--- src/core/ckl_pkg.sv ---
// Shared constants and types of the key lifecycle controller
package ckl_pkg;

  // Widths
  localparam int LCS_W = 4;
  localparam int WORD_W = 32;
  localparam int KEY_WORDS = 4;
  localparam int KEY_W = 128;
  localparam int ADDR_W = 32;
  localparam int REQ_LEN_W = 32;
  localparam int DMA_LEN_W = 16;

  // Lifecycle encodings; reset reports secure
  localparam logic [3:0] LCS_DEBUG = 4'h0;
  localparam logic [3:0] LCS_SECURE = 4'h2;
  localparam logic [3:0] LCS_RESET = LCS_SECURE;
  localparam logic LCS_VALID_RESET = 1'h0;

  // Reset values of the always-on content and controls
  localparam logic [127:0] ROOT_KEY_RESET = 128'h0;
  localparam logic [3:0] WORD_WRITTEN_RESET = 4'h0;
  localparam logic LOCK_RESET = 1'h0;
  localparam logic [127:0] ZERO_KEY = 128'h0;

  // Hard-wired design key; value is arbitrary
  localparam logic [127:0] DESIGN_KEY = 128'h5a3c_96e1_0f7b_24d8_c3a5_1e69_b702_4fd8;

  // Largest single transfer, in bytes
  localparam logic [15:0] DMA_MAX_LEN = 16'hffff;

  // Key source codes
  typedef enum logic [1:0] {
    KSEL_ROOT = 2'b00,
    KSEL_DESIGN = 2'b01,
    KSEL_SESSION = 2'b10
  } ckl_keysel_e;
  localparam ckl_keysel_e KSEL_RESET = KSEL_ROOT;

  // Transfer splitter states
  typedef enum logic {
    DMA_IDLE = 1'b0,
    DMA_BURST = 1'b1
  } ckl_dma_state_e;

  // Write of one root key word
  typedef struct packed {
    logic en;
    logic [1:0] idx;
    logic [31:0] data;
  } ckl_rootkey_wr_s;

  // Software transfer request
  typedef struct packed {
    logic valid;
    logic [31:0] addr;
    logic [31:0] len;
  } ckl_dma_req_s;

  // One bus transfer of bounded size
  typedef struct packed {
    logic valid;
    logic [31:0] addr;
    logic [15:0] len;
  } ckl_dma_xfer_s;

endpackage

--- src/core/ckl_dma_limit.sv ---
// Splits a transfer request into bus transfers of bounded size
`timescale 1ns/1ns
module ckl_dma_limit
  import ckl_pkg::*;
(
  // Clock and reset
  input wire logic clk_sys,
  input wire logic rst,
  // Request side
  input wire ckl_dma_req_s req,
  input wire logic enable,
  output logic reqReady,
  // Bus side
  output ckl_dma_xfer_s xfer,
  input wire logic xferReady
);

  ckl_dma_state_e state;
  logic [31:0] remain;
  logic [31:0] nextAddr;
  logic [15:0] chunk;

  // Size of the next piece, never above the limit
  always_comb begin
    if (remain > {16'h0, DMA_MAX_LEN}) begin
      chunk = DMA_MAX_LEN;
    end else begin
      chunk = remain[15:0];
    end
  end

  // Request intake and piece issue
  always_ff @(posedge clk_sys or posedge rst) begin
    if (rst) begin
      state <= DMA_IDLE;
      reqReady <= 1'b1;
      remain <= 32'h0;
      nextAddr <= 32'h0;
      xfer <= '0;
    end else begin
      unique case (state)
        DMA_IDLE: begin
          if (req.valid && reqReady && enable) begin
            remain <= req.len;
            nextAddr <= req.addr;
            reqReady <= 1'b0;
            state <= DMA_BURST;
          end
        end
        DMA_BURST: begin
          if (!xfer.valid || xferReady) begin
            if (remain != 32'h0) begin
              // bounded piece size
              xfer.valid <= 1'b1;
              xfer.len <= chunk;
              xfer.addr <= nextAddr;
              remain <= remain - {16'h0, chunk};
              nextAddr <= nextAddr + {16'h0, chunk};
            end else begin
              xfer.valid <= 1'b0;
              reqReady <= 1'b1;
              state <= DMA_IDLE;
            end
          end
        end
      endcase
    end
  end

  a_xfer_len_bound: assert property (
    @(posedge clk_sys) disable iff (rst) xfer.valid |-> (xfer.len <= DMA_MAX_LEN && xfer.len != 16'h0))
    else $error("transfer length out of range");

  a_xfer_held: assert property (
    @(posedge clk_sys) disable iff (rst) xfer.valid && !xferReady |=> xfer.valid && $stable(xfer))
    else $error("transfer changed before acceptance");

endmodule

--- src/core/ckl_key_lifecycle_ctrl.sv ---
// Key storage, lifecycle and key routing with bounded transfer master
// Overview of operation
// Keep lifecycle, lock and root key retained
// Any reset clears all retained content
// Debug or secure write makes lifecycle valid
// Reset reports secure lifecycle, flag invalid
// Secure lifecycle: each key word once
// Debug lifecycle: key words freely rewritable
// Software picks design, root or session key
// Select codes: root 0, design 1, session 2
// Design key fixed, never visible to software
// Lock write forbids design key until reset
// Lock cannot be cleared by software
// Locked design key selected gives zero key
// Store 128-bit root key until reset
// Root key words never read back
// Word zero reads retention status one
// Transfers limited to 65535 bytes each
// Software stages unreachable data into SRAM
// Enabled subsystem keeps requesting activity
// Illegal lifecycle write leaves flag invalid
`timescale 1ns/1ns
module ckl_key_lifecycle_ctrl
  import ckl_pkg::*;
(
  // Clock and reset
  input wire logic clk_sys,
  input wire logic rst,
  // Subsystem enable and activity request
  input wire logic enable,
  output logic activityReq,
  // Lifecycle control
  input wire logic lcsWrEn,
  input wire logic [3:0] lcsWrData,
  output logic [3:0] lifecycleState,
  output logic lifecycleValid,
  // Root key words
  input wire ckl_rootkey_wr_s rootKeyWr,
  output logic rootKeyRetained,
  // Key source select and design key lock
  input wire logic keySelWrEn,
  input wire logic [1:0] keySelWrData,
  output ckl_keysel_e keySelect,
  input wire logic lockWrEn,
  output logic designKeyLocked,
  // Key to the cipher engine
  input wire logic [127:0] sessionKey,
  output logic [127:0] aesKey,
  // Transfer master
  input wire ckl_dma_req_s dmaReq,
  output logic dmaReqReady,
  output ckl_dma_xfer_s dmaXfer,
  input wire logic dmaXferReady
);

  // Legal lifecycle codes
  function automatic logic lcsIsLegal(input logic [3:0] code);
    lcsIsLegal = (code == LCS_DEBUG) || (code == LCS_SECURE);
  endfunction

  // Legal key select codes
  function automatic logic kselIsLegal(input logic [1:0] code);
    kselIsLegal = (code == KSEL_ROOT) || (code == KSEL_DESIGN) || (code == KSEL_SESSION);
  endfunction

  logic [127:0] rootKey;
  logic [3:0] wordWritten;
  logic [3:0] wordAccept;
  logic debugMode;
  logic [127:0] next_aesKey;

  assign debugMode = lifecycleValid && (lifecycleState == LCS_DEBUG);

  // Lifecycle is set once; until then it reads secure and invalid
  always_ff @(posedge clk_sys or posedge rst) begin
    if (rst) begin
      // clear lifecycle
      // secure and invalid
      lifecycleState <= LCS_RESET;
      lifecycleValid <= LCS_VALID_RESET;
    end else if (lcsWrEn && !lifecycleValid) begin
      // legal code validates
      // illegal code ignored
      if (lcsIsLegal(lcsWrData)) begin
        lifecycleState <= lcsWrData;
        lifecycleValid <= 1'b1;
      end
    end
  end

  // Per-word write permission and storage
  generate
    for (genvar w = 0; w < KEY_WORDS; w++) begin : gWord
      // once per reset unless debug
      // debug allows rewrites
      assign wordAccept[w] = rootKeyWr.en && (rootKeyWr.idx == 2'(w)) &&
                             (debugMode || !wordWritten[w]);

      // retained word storage
      // hold until reset
      always_ff @(posedge clk_sys or posedge rst) begin
        if (rst) begin
          rootKey[w*WORD_W +: WORD_W] <= ROOT_KEY_RESET[w*WORD_W +: WORD_W];
          wordWritten[w] <= WORD_WRITTEN_RESET[w];
        end else if (wordAccept[w]) begin
          rootKey[w*WORD_W +: WORD_W] <= rootKeyWr.data;
          wordWritten[w] <= 1'b1;
        end
      end
    end
  endgenerate

  // Retention status once all four words hold a value
  always_ff @(posedge clk_sys or posedge rst) begin
    if (rst) begin
      rootKeyRetained <= 1'b0;
    end else if (&wordWritten) begin
      // status reads one
      // only status visible
      rootKeyRetained <= 1'b1;
    end
  end

  // Sticky design key lock
  always_ff @(posedge clk_sys or posedge rst) begin
    if (rst) begin
      designKeyLocked <= LOCK_RESET;
    end else if (lockWrEn) begin
      // lock until reset
      // no software clear
      designKeyLocked <= 1'b1;
    end
  end

  // Key source select; unused code is dropped
  always_ff @(posedge clk_sys or posedge rst) begin
    if (rst) begin
      keySelect <= KSEL_RESET;
    end else if (keySelWrEn && kselIsLegal(keySelWrData)) begin
      // fixed select codes
      keySelect <= ckl_keysel_e'(keySelWrData);
    end
  end

  // Key routing toward the cipher engine
  always_comb begin
    unique case (keySelect)
      // three key sources
      KSEL_ROOT: next_aesKey = rootKey;
      // fixed key only on engine path
      // zero key when locked
      KSEL_DESIGN: next_aesKey = designKeyLocked ? ZERO_KEY : DESIGN_KEY;
      KSEL_SESSION: next_aesKey = sessionKey;
      default: next_aesKey = ZERO_KEY;
    endcase
  end

  // Registered engine key
  always_ff @(posedge clk_sys or posedge rst) begin
    if (rst) begin
      aesKey <= ZERO_KEY;
    end else begin
      aesKey <= next_aesKey;
    end
  end

  // Activity request follows the enable
  always_ff @(posedge clk_sys or posedge rst) begin
    if (rst) begin
      activityReq <= 1'b0;
    end else begin
      // stay active while enabled
      activityReq <= enable;
    end
  end

  // Bounded transfer master; data is expected in reachable memory
  ckl_dma_limit uDma (
    .clk_sys(clk_sys),
    .rst(rst),
    .req(dmaReq),
    .enable(enable),
    .reqReady(dmaReqReady),
    .xfer(dmaXfer),
    .xferReady(dmaXferReady)
  );

  a_reset_secure_invalid: assert property (
    @(posedge clk_sys) disable iff (rst) !lifecycleValid |-> lifecycleState == LCS_SECURE)
    else $error("unconfigured lifecycle not reported as secure");

  a_lcs_validates: assert property (
    @(posedge clk_sys) disable iff (rst)
    lcsWrEn && !lifecycleValid && lcsIsLegal(lcsWrData)
    |=> lifecycleValid && lifecycleState == $past(lcsWrData))
    else $error("legal lifecycle write did not validate");

  a_lcs_bad_ignored: assert property (
    @(posedge clk_sys) disable iff (rst)
    lcsWrEn && !lifecycleValid && !lcsIsLegal(lcsWrData) |=> !lifecycleValid)
    else $error("illegal lifecycle write validated");

  a_secure_write_once: assert property (
    @(posedge clk_sys) disable iff (rst)
    rootKeyWr.en && !debugMode && wordWritten[rootKeyWr.idx] |=> $stable(rootKey))
    else $error("secure root key word rewritten");

  a_debug_rewrite: assert property (
    @(posedge clk_sys) disable iff (rst)
    rootKeyWr.en && debugMode
    |=> rootKey[$past(rootKeyWr.idx)*WORD_W +: WORD_W] == $past(rootKeyWr.data))
    else $error("debug root key write not stored");

  a_lock_sticky: assert property (
    @(posedge clk_sys) disable iff (rst) designKeyLocked |=> designKeyLocked)
    else $error("design key lock cleared");

  a_locked_zero_key: assert property (
    @(posedge clk_sys) disable iff (rst)
    designKeyLocked && keySelect == KSEL_DESIGN |=> aesKey == ZERO_KEY)
    else $error("locked design key reached engine");

  a_root_key_routed: assert property (
    @(posedge clk_sys) disable iff (rst)
    keySelect == KSEL_ROOT |=> aesKey == $past(rootKey))
    else $error("root key not routed");

  a_retained_status: assert property (
    @(posedge clk_sys) disable iff (rst) $rose(&wordWritten) |=> rootKeyRetained)
    else $error("retention status not raised");

  a_activity_enabled: assert property (
    @(posedge clk_sys) disable iff (rst) enable |=> activityReq)
    else $error("activity request dropped while enabled");

  a_activity_disabled: assert property (
    @(posedge clk_sys) disable iff (rst) !enable |=> !activityReq)
    else $error("activity request held while disabled");

  // Lifecycle stays fixed once configured
  a_lcs_frozen: assert property (
    @(posedge clk_sys) disable iff (rst) lifecycleValid |=> lifecycleValid && $stable(lifecycleState))
    else $error("lifecycle changed after validation");

  a_lcs_legal_code: assert property (
    @(posedge clk_sys) disable iff (rst) lifecycleValid |-> lcsIsLegal(lifecycleState))
    else $error("valid lifecycle holds an illegal code");

  // Root key storage and retention status
  a_written_sticky: assert property (
    @(posedge clk_sys) disable iff (rst)
    |wordWritten |=> (wordWritten & $past(wordWritten)) == $past(wordWritten))
    else $error("root key written flag cleared");

  a_root_key_held: assert property (
    @(posedge clk_sys) disable iff (rst) !rootKeyWr.en |=> $stable(rootKey))
    else $error("root key changed without a write");

  a_retained_sticky: assert property (
    @(posedge clk_sys) disable iff (rst) rootKeyRetained |=> rootKeyRetained)
    else $error("retention status dropped");

  a_retained_all_words: assert property (
    @(posedge clk_sys) disable iff (rst) rootKeyRetained |-> &wordWritten)
    else $error("retention status before all words written");

  // Key select, lock and routing
  a_lock_on_write: assert property (
    @(posedge clk_sys) disable iff (rst) lockWrEn |=> designKeyLocked)
    else $error("lock write did not lock design key");

  a_sel_legal_taken: assert property (
    @(posedge clk_sys) disable iff (rst)
    keySelWrEn && kselIsLegal(keySelWrData) |=> keySelect == $past(keySelWrData))
    else $error("legal key select code not taken");

  a_sel_illegal_kept: assert property (
    @(posedge clk_sys) disable iff (rst)
    keySelWrEn && !kselIsLegal(keySelWrData) |=> $stable(keySelect))
    else $error("unused key select code taken");

  a_sel_in_range: assert property (
    @(posedge clk_sys) disable iff (rst) keySelect != 2'b11)
    else $error("key select holds unused code");

  a_design_key_routed: assert property (
    @(posedge clk_sys) disable iff (rst)
    !designKeyLocked && keySelect == KSEL_DESIGN |=> aesKey == DESIGN_KEY)
    else $error("unlocked design key not routed");

  a_session_routed: assert property (
    @(posedge clk_sys) disable iff (rst) keySelect == KSEL_SESSION |=> aesKey == $past(sessionKey))
    else $error("session key not routed");

  // Transfer master busy while a piece is out
  a_busy_while_xfer: assert property (
    @(posedge clk_sys) disable iff (rst) dmaXfer.valid |-> !dmaReqReady)
    else $error("request taken while a transfer is pending");

endmodule

--- config.mk ---
export PLATFORM = sky130hd
export DESIGN_NAME = ckl_key_lifecycle_ctrl
export DESIGN_NICKNAME = d
export VERILOG_FILES = /design/src/core/ckl_pkg.sv /design/src/core/ckl_dma_limit.sv /design/src/core/ckl_key_lifecycle_ctrl.sv
export SDC_FILE = /design/constraint.sdc
export NUM_CORES = 1
export LEC_CHECK = 0
export ABC_AREA = 1
export BUFFER_PORTS_ARGS = -buffer_cell sky130_fd_sc_hd__buf_2
export CAP_MARGIN = 20
export CORE_UTILIZATION = 40
export DETAILED_ROUTE_END_ITERATION = 6
export GPL_ROUTABILITY_DRIVEN = 0
export HOLD_SLACK_MARGIN = 0.03
export PLACE_DENSITY = 0.67
export RECOVER_POWER = 100
export SETUP_SLACK_MARGIN = 0.1
export SLEW_MARGIN = 40
export SYNTH_ARGS = -nofsm -noshare
export SYNTH_HDL_FRONTEND = slang
export SYNTH_HIERARCHICAL = 1
export SYNTH_SLANG_ARGS = --single-unit
export TNS_END_PERCENT = 50
--- constraint.sdc ---
create_clock -name clk_sys -period 24.9 [get_ports clk_sys]
set_input_delay 6.225 -clock clk_sys [delete_from_list [all_inputs] [get_ports clk_sys]]
set_output_delay 6.225 -clock clk_sys [all_outputs]
set_load 0.01 [all_outputs]
# --- Yosys cells after proc, flatten, opt, wreduce, memory -nomap -nowiden ---
# Cells that the tools add are included.
classes:
  n_addsub: 2
  n_lt_le_gt_ge: 1
  n_eq_ne: 12
  mux: 19
  bitwise: 1
  reduce_logical: 39
ops:
  columns: ["cell", "n"]
  rows:
  - ["$pmux W128 S3", 1]
  - ["$mux W32", 6]
  - ["$pmux W32 S2", 2]
  - ["$mux W127", 1]
  - ["$add A32 B16 Y32", 1]
  - ["$gt A32 B16 Y1 const B", 1]
  - ["$reduce_bool A32 Y1", 1]
  - ["$sub A32 B16 Y32", 1]
  - ["$mux W16", 1]
  - ["$logic_and A1 B1 Y1", 13]
  - ["$reduce_and A3 Y1", 3]
  - ["$eq A2 B2 Y1 const B", 4]
  - ["$logic_not A4 Y1", 2]
  - ["$logic_or A1 B1 Y1", 8]
  - ["$eq A2 B1 Y1 const B", 3]
  - ["$logic_not A1 Y1", 6]
  - ["$logic_not A2 Y1", 3]
  - ["$mux W1", 6]
  - ["$ne A2 B2 Y1 const B", 3]
  - ["$eq A4 B2 Y1 const B", 1]
  - ["$pmux W1 S2", 2]
  - ["$reduce_and A2 Y1", 2]
  - ["$reduce_and A4 Y1", 1]
  - ["$ne A2 B1 Y1 const B", 1]
  - ["$not A1 Y1", 1]
totals:
  ff_bits: 385
  inputBits: 241
  out_inout_bits: 188

# --- Longest topological paths before layout ---
# Gate-level depths: netlist (run 1).
logic_depth:
  depth_word: 6
  mapped_depth: 21
  ltp_nobuf: 20

# --- Modules after synthesis ---
# The synthesis (run 1) kept the hierarchy.
by_module_without_submodules:
  columns: ["module", "n_inst", "cells_per_inst", "area_each_um2", "seq_area_each_um2"]
  rows:
  - ["ckl_key_lifecycle_ctrl", 1, 1188, 10859.2, 6757.7]
  - ["ckl_dma_limit", 1, 1109, 7723.7, 2879.0]

# --- Least setup slack after synthesis (run 1) ---
# Ideal clock, no wire load.
synth_timing:
  kind: "input port to flip-flop"
  from: "input port dmaXferReady"
  to: "register uDma.remain[17]"
  setup_ns: 0.113
  arrival_ns: 7.015
  required_ns: 24.787
  path_slack_ns: 17.772
  stages: 8
  n_path_buf: 1
  cell_sequence: "nor2_1 > nor2_1 > nand2_2 > nand2_4 > clkbuf_1 > nand2_1 > nand2_1 > inv_1"
synth_via:
  elab_chain_len: 3
synth_lines:
  columns: ["item", "line_no", "rtl"]
  rows:
  - ["from (decl)", "ckl_key_lifecycle_ctrl.sv:53", "input wire logic dmaXferReady"]
  - ["$logic_or A1 B1 Y1", "ckl_dma_limit.sv:51", "if (!xfer.valid || xferReady) begin"]
  - ["$ne A2 B2 Y1 (no source line)", null, null]
  - ["$reduce_and A3 Y1 (no source line)", null, null]
  - ["to (signal assigned)", "ckl_dma_limit.sv:44", "remain <= req.len;"]
  - ["to (signal assigned)", "ckl_dma_limit.sv:57", "remain <= remain - {16'h0, chunk};"]
  - ["to (decl)", "ckl_dma_limit.sv:19", "logic [31:0] remain;"]
# No other way between the ends.
# A chain may end at the register's enable or synchronous reset.

==> results of run 1 <==
[flip-flops by register name, summed over array words and instances, names as in the netlist]
| name | count |
|---|---|
| uDma/reqReady | 1 |
| wordWritten | 4 |
| lifecycleState | 4 |
| rootKey | 128 |
| uDma/nextAddr | 32 |
| aesKey | 128 |
| designKeyLocked | 1 |
| rootKeyRetained | 1 |
| uDma/xfer | 49 |
| uDma/state | 1 |
| uDma/remain | 32 |
| activityReq | 1 |
| keySelect | 2 |
| lifecycleValid | 1 |
[Yosys cell counts (2+ instances only)]
library cell	number
nor3_1	17
buf_1	18
clkinv_1	2
clkbuf_1	76
nand4_1	17
nand3_4	2
nand3_1	510
xor2_1	7
nand2_2	8
dfrtp_1	383
xnor2_1	8
nor4_1	3
dfstp_2	2
a21oi_1	27
o22ai_1	6
nand3b_1	5
o211ai_1	22
o21bai_1	7
o21ai_4	5
nor3_4	3
ha_1	17
nand2_1	705
nor2_1	132
buf_6	5
inv_1	114
buf_2	41
a31oi_1	21
or2_2	11
o21ai_0	67
o21ai_2	6
inv_2	9
nor2_4	8
nor3_2	2
nor2_2	6
nand2_4	6
o21ai_1	10
[cells by family (layout without fill, tap and decap cells)]
kind of cell               count (synthesis)  count (layout)  share of synthesized area (%)
AOI/OAI and AO/OA                        174             174                           5.82
and+or+nand+nor                         1437            1437                           34.4
buffers and inverters                    268             651                           6.01
other                                      0               1                              0
adders and majority gates                 18              18                           1.25
DFF                                      385             385                           51.9
xor gates and xnor gates                  15              15                          0.707
[critical path, delay by kind of cell]
kind / cells / cell delay [ps]
buffers and inverters: 3 / 6060
[layout by cell type, fill, tap and decap left out, drive strengths merged, types with 3 or more instances in the layout]
master / netlist / layout
nand2: 719 / 719
clkinv: 2 / 6
o21ai: 88 / 88
nand3b: 6 / 6
o22ai: 6 / 6
a21oi: 27 / 27
clkinvlp: 0 / 7
or2: 11 / 11
xnor2: 8 / 8
buf: 66 / 245
dfrtp: 383 / 383
nor2: 146 / 146
a31oi: 21 / 21
nor3: 22 / 22
inv: 124 / 124
clkbuf: 76 / 267
nand4: 18 / 18
ha: 17 / 17
nand3: 512 / 512
o211ai: 22 / 22
o21bai: 7 / 7
xor2: 7 / 7
nor4: 3 / 3
[per-stage QoR]
| step | setup slack (ps) | instance area (um^2) | hold slack, ps | instances |
|---|---|---|---|---|
| 5_1_grt | 10520 | 22100 | 493 | 3281 |
| 6_report | 12090 | 22100 | 471 | 3281 |
| 2_1_floorplan | 11240 | 18600 | 443 | 2297 |
| 4_1_cts | 17020 | 22500 | 474 | 3280 |
| 3_3_place_gp | 16540 | 21000 | 453 | 3201 |
| 3_5_place_dp | 16480 | 21000 | 459 | 3202 |
[per-layer routing]
metal	GRT usage, %	share of wire [%]
met1	33.9	42
met2	43.1	48
met3	4.71	7.6
met4	7.42	2.6
met5	0	0.021
[area by class of cell]
class                           instances  area (um^2)
Fill cell                            4506        23400
Multi-Input combinational cell       1644         7790
Inverter                              126          487
Clock inverter                         13          140
Antenna cell                            1         2.50
Clock buffer                           65         1320
Tap cell                              600          751
Sequential cell                       385         9640
Timing Repair Buffer                  447         2020
[report_power, final]
| part | internal (mW) | switching (mW) |
|---|---|---|
| registers | 0.750 | 0.0828 |
| logic | 0.157 | 0.316 |
| clock network | 0.387 | 0.268 |
[worst max-delay path by stage]
stage / startpoint / to / slack, ps
after floorplan: rst / activityReq / 11240
after global placement: dmaXferReady / uDma/remain[23] / 16540
after detailed placement: dmaXferReady / uDma/nextAddr[16] / 16480
after CTS: keySelect[1] / keySelect[1] / 17020
after global routing: rst / aesKey[123] / 10520
final: rst / aesKey[74] / 12090
==> impl_metrics.csv, run 1 <==
group,metric,value,unit
yosys,yosys-top-cells-area,"dfrtp_1 (52%), nand2_1 (14%), nand3_1 (14%), nor2_1 (2.7%), inv_1 (2.3%)",
sta,fin_skew,16.7,ps
yosys,ys_ff_latch,385,
sta,finalHoldViolations,0,
route,wl_per_cell,18.8,um
worst_hold_path,hold_path_startpoint,"rootKey[19]",
worst_setup_path,r2r_start,"uDma/remain[20]",
route,vias,17600,
sta,worst_slew_pin_slew,5080,ps
yosys,synth-main-ff-cell,"dfrtp_1",
global_route,grt_pass1_vias,16700,
yosys,syn_area_per_cell,8.09,um^2
clock_network,post_cts_buffers,0,
yosys,synth_largest_area_cell,"dfrtp_1",
sta,slew_violations,682,
power,power_density,88.5,nW/um^2
route,ant_nets,0,
yosys,syn_nets,2556,
yosys,synth-async-reset-ratio,100,%
yosys,synth_area,18600,um^2
worst_setup_path,regToRegSetupSlack,17860,ps
clock_network,cts-buffers-inserted,43,
clock_network,ctsResizeCount,0,
yosys,ys_types,45,
power,peakVddDrop,0.0637,mV
finish,nets,2906,
flow_run,drv_cap,12,
clock_network,clockRootBuffer,"clkbuf_16",
power,leakagePower,11.3,nW
clock_network,clkTransAtPathRegs,60,ps
worst_setup_path,reg2reg_depth,13,
worst_setup_path,worstPathArrival,12480,ps
worst_hold_path,hold-path-cell-count,2,
route,wl,61600,um
global_route,grt_antenna_before_repair,2,
worst_setup_path,r2r_end,"uDma/remain[23]",
global_route,grt_max_degree,112,
worst_setup_path,slowest_delay,3170,ps
worst_setup_path,critPathMostFrequentCell,"clkbuf_1",
worst_setup_path,crit_type,"input pin to async pin",
clock_network,cts_sinks,385,
clock_network,htreeDepth,2,
finish,area_delta_synth_final,19.2,%
floorplan,io_pins,429,
yosys,synth_top_area_share,51.6,%
sta,slew_headroom,-241,%
placement,io_buffers,428,
clock_network,clk_latency,570,ps
worst_hold_path,hold_class,"flip-flop to flip-flop",
yosys,ys_warn_count,6,
floorplan,coreArea,45600,um^2
worst_hold_path,min_to,"rootKey[19]",
global_route,grt_overflow,0,
route,vias_per_cell,5.37,
yosys,syn-instance-count,2297,
clock_network,cts.path.max_buffers,3,
worst_setup_path,cp_max_fo,111,
finish,post-route-util,48.6,%
floorplan,fp-row-count,78,
floorplan,die_w,218,um
yosys,synth.yosys.seq_area_share,51.9,%
floorplan,start_util,40.8,%
worst_setup_path,crit_path_end_kind,"async pin",
worst_setup_path,crit_chain,"clkbuf_1 > clkinvlp_2 > clkbuf_1",
run_status,violations,"capacitance limit, slew limit",
floorplan,die_h,218,um
sta,rsz0062_at_grt,"false",
global_route,grtUsageTotal,25.7,%
global_route,grt_pass1_wl,95000,um
worst_setup_path,critPathRequiredTime,24570,ps
sta,setup_violations,0,
sta,fin_crit,12810,ps
route,drc,0,
clock_network,tritoncts,"yes",
sta,post-route-period-util,51.4,%
power,finalPower,1.96,mW
sta,clock.fmax,78.1,MHz
worst_setup_path,crit_path_start_kind,"input pin",
clock_network,ctsHoldBuffers,0,
finish,drive_gt1_share,14.5,%
placement,dpl.hpwl,43900,um
yosys,synth_edf_count,0,
route,dr.pass1.iters,6,
route,drt_iter0_drc,1732,
run_status,status,"complete, but fails checks",
sta,timing.setup.tns,0,ps
worst_setup_path,crit_path_top_delay_cell,"clkbuf_1",
floorplan,die_area,47300,um^2
(Power assumes the default switching activity.)
==> inputs of run 2 (changes only) <==
PLACE_DENSITY = 0.7   (was 0.67)
clock period = 10.93 ns   (was 24.9 ns; I/O delays follow)
==> run 2 against run 1 <==
Compared with the run above:
- the run still ends with capacitance limit, slew limit left
- clock skew up 3.7 ps
- global-route usage decreased by 0.17 points
- die area did not move
- final cell count is essentially flat
- flip-flop and latch count unchanged
- core utilization increased by 0.082 points
- register-to-register slack got worse by 13000 ps
- clock power increased by 120%
- combinational power increased by 130%
- critical path depth increased by 7
- routed wire length hardly changed
==> impl_metrics.csv, run 2 (synthesis gave the netlist of run 1 again) <==
group,metric,value,unit
run_status,status,"complete, but fails checks",
run_status,violations,"capacitance limit, slew limit",
global_route,grt_max_degree,150,
clock_network,clkTransAtPathRegs,60,ps
sta,slew_violations,440,
worst_setup_path,crit_path_top_delay_cell,"nand2_1",
power,sw_frac_of_total,34.5,%
placement,io_buffers,428,
power,peakVddDrop,0.136,mV
clock_network,tritoncts,"yes",
sta,post-route-period-util,60.2,%
global_route,grt_pass1_vias,16600,
worst_setup_path,worstPathArrival,7060,ps
sta,fin_crit,6580,ps
sta,setup_ws,4350,ps
clock_network,clk_latency,580,ps
worst_setup_path,critPathMostFrequentCell,"nand2_1",
floorplan,die_w,218,um
route,vias,17800,
route,wl_per_cell,18.8,um
clock_network,post_cts_buffers,0,
power,p_comb_share,24.3,%
placement,dpl.hpwl,44100,um
floorplan,fp-row-count,78,
sta,clock.fmax,152,MHz
global_route,grt_pass1_wl,93900,um
floorplan,die_h,218,um
finish,area_delta_synth_final,19.4,%
route,wl,61600,um
worst_setup_path,crit_type,"input pin to flip-flop",
global_route,grt_antenna_before_repair,4,
worst_setup_path,cp_max_fo,80,
worst_setup_path,crit_chain,"buf_2 > nor2_1 > nor2_1 > nand2_2 > nand2_1 > clkinv_2 > a21oi_1 > nand2_1 > nand2_1 > inv_1",
sta,worst_slew_pin_slew,5260,ps
clock_network,htreeDepth,2,
clock_network,cts-buffers-inserted,43,
floorplan,coreArea,45600,um^2
worst_setup_path,critPathRequiredTime,11410,ps
finish,nets,2905,
floorplan,io_pins,429,
power,switchingPower,1.54,mW
route,ant_nets,0,
worst_setup_path,worstPathBufferInverterCount,3,
finish,final_cell_mix,"nand2_1 (702), nand3_1 (510), dfrtp_1 (382)",
worst_setup_path,crit_path_end_kind,"flip-flop",
power,seqPwrFrac,42.6,%
sta,fin_skew,20.4,ps
floorplan,die_area,47300,um^2
sta,finalHoldViolations,0,
placement,place_ws,6050,ps
worst_setup_path,crit_path_start_kind,"input pin",
worst_hold_path,hold_class,"flip-flop to flip-flop",
worst_setup_path,slowest_delay,1900,ps
global_route,grtUsageTotal,25.5,%
finish,final_common_cell,"nand2_1",
finish,drive_gt1_share,15.0,%
global_route,grt_overflow,0,
clock_network,cts.path.max_buffers,3,
worst_setup_path,cp_top_family,"simple AND/OR/NAND/NOR gates",
power,p_clk_share,33.1,%
finish,top_regs,"aesKey x128, rootKey x128, uDma/xfer x49",
sta,slew_headroom,-251,%
clock_network,cts_sinks,385,
power,power_density,201,nW/um^2
clock_network,clockRootBuffer,"clkbuf_16",
floorplan,start_util,40.8,%
sta,setup_violations,0,
clock_network,ctsResizeCount,0,
power,leakagePower,11.3,nW
sta,rsz0062_at_grt,"false",
power,p_int,2.92,mW
route,dr.pass1.iters,5,
flow_run,drv_cap,7,
route,vias_per_cell,5.41,
clock_network,ctsHoldBuffers,0,
route,drt_iter0_drc,1802,
route,drc,0,
sta,timing.setup.tns,0,ps
[run 2: worst min-delay path: stages (launching register included)]
cell,delay (ps)
dfrtp_1,340
nand2_1,50
nand2_1,50
[run 2: routing by layer]
metal	vias up	global-route usage [%]	routed length, um
met5	-	0	0
met2	872	41.0	28800
met1	8534	34.3	25700
met3	135	4.16	4820
met4	0	10.6	2250
li1	8240	-	-
[run 2: layout make-up]
type	instances	area (um^2)
fillers	4489	23400
flip-flops and latches	385	9640
multi-input cells	1644	7800
repair buffers	446	2050
clock buffers	55	1190
well taps	600	751
inverters	126	489
clock inverters	25	253
diodes	3	7.51
[run 2: worst paths after layout]
| check | startpoint | end | slack [ps] | cells past startpoint |
|---|---|---|---|---|
| setup / recovery | dmaXferReady | uDma/remain[23] | 4350 | 10 |
| hold / removal | rootKey[51] | rootKey[51] | 470 | 2 |
| setup reg to reg | uDma/remain[20] | uDma/remain[23] | 5080 | 13 |
| hold reg to reg | rootKey[51] | rootKey[51] | 470 | 2 |
| max in group asynchronous | rst | aesKey[13] | 4660 | 3 |
| min in group asynchronous | rst | uDma/xfer[9] | 2920 | 2 |
[run 2: stage by stage]
stage                     power (mW)  area (um^2)  hold WS [ps]  util, %  cells
final                           4.46        22200           469     48.7   3284
after global routing            4.70        22200           491     48.7   3284
after CTS                       4.50        22500           474     49.3   3281
after detailed placement        3.02        21000           459     46.2   3201
after global placement          2.98        21000           446     46.1   3200
after floorplan                 2.59        18600           443        -   2297
[run 2: power groups by stage]
stage          combinational, mW  clock (mW)  sequential, mW
2_1_floorplan              0.681           0            1.91
3_3_place_gp                1.08           0            1.91
3_5_place_dp                1.10           0            1.91
4_1_cts                     1.11        1.50            1.89
5_1_grt                     1.22        1.56            1.93
6_report                    1.08        1.47            1.90
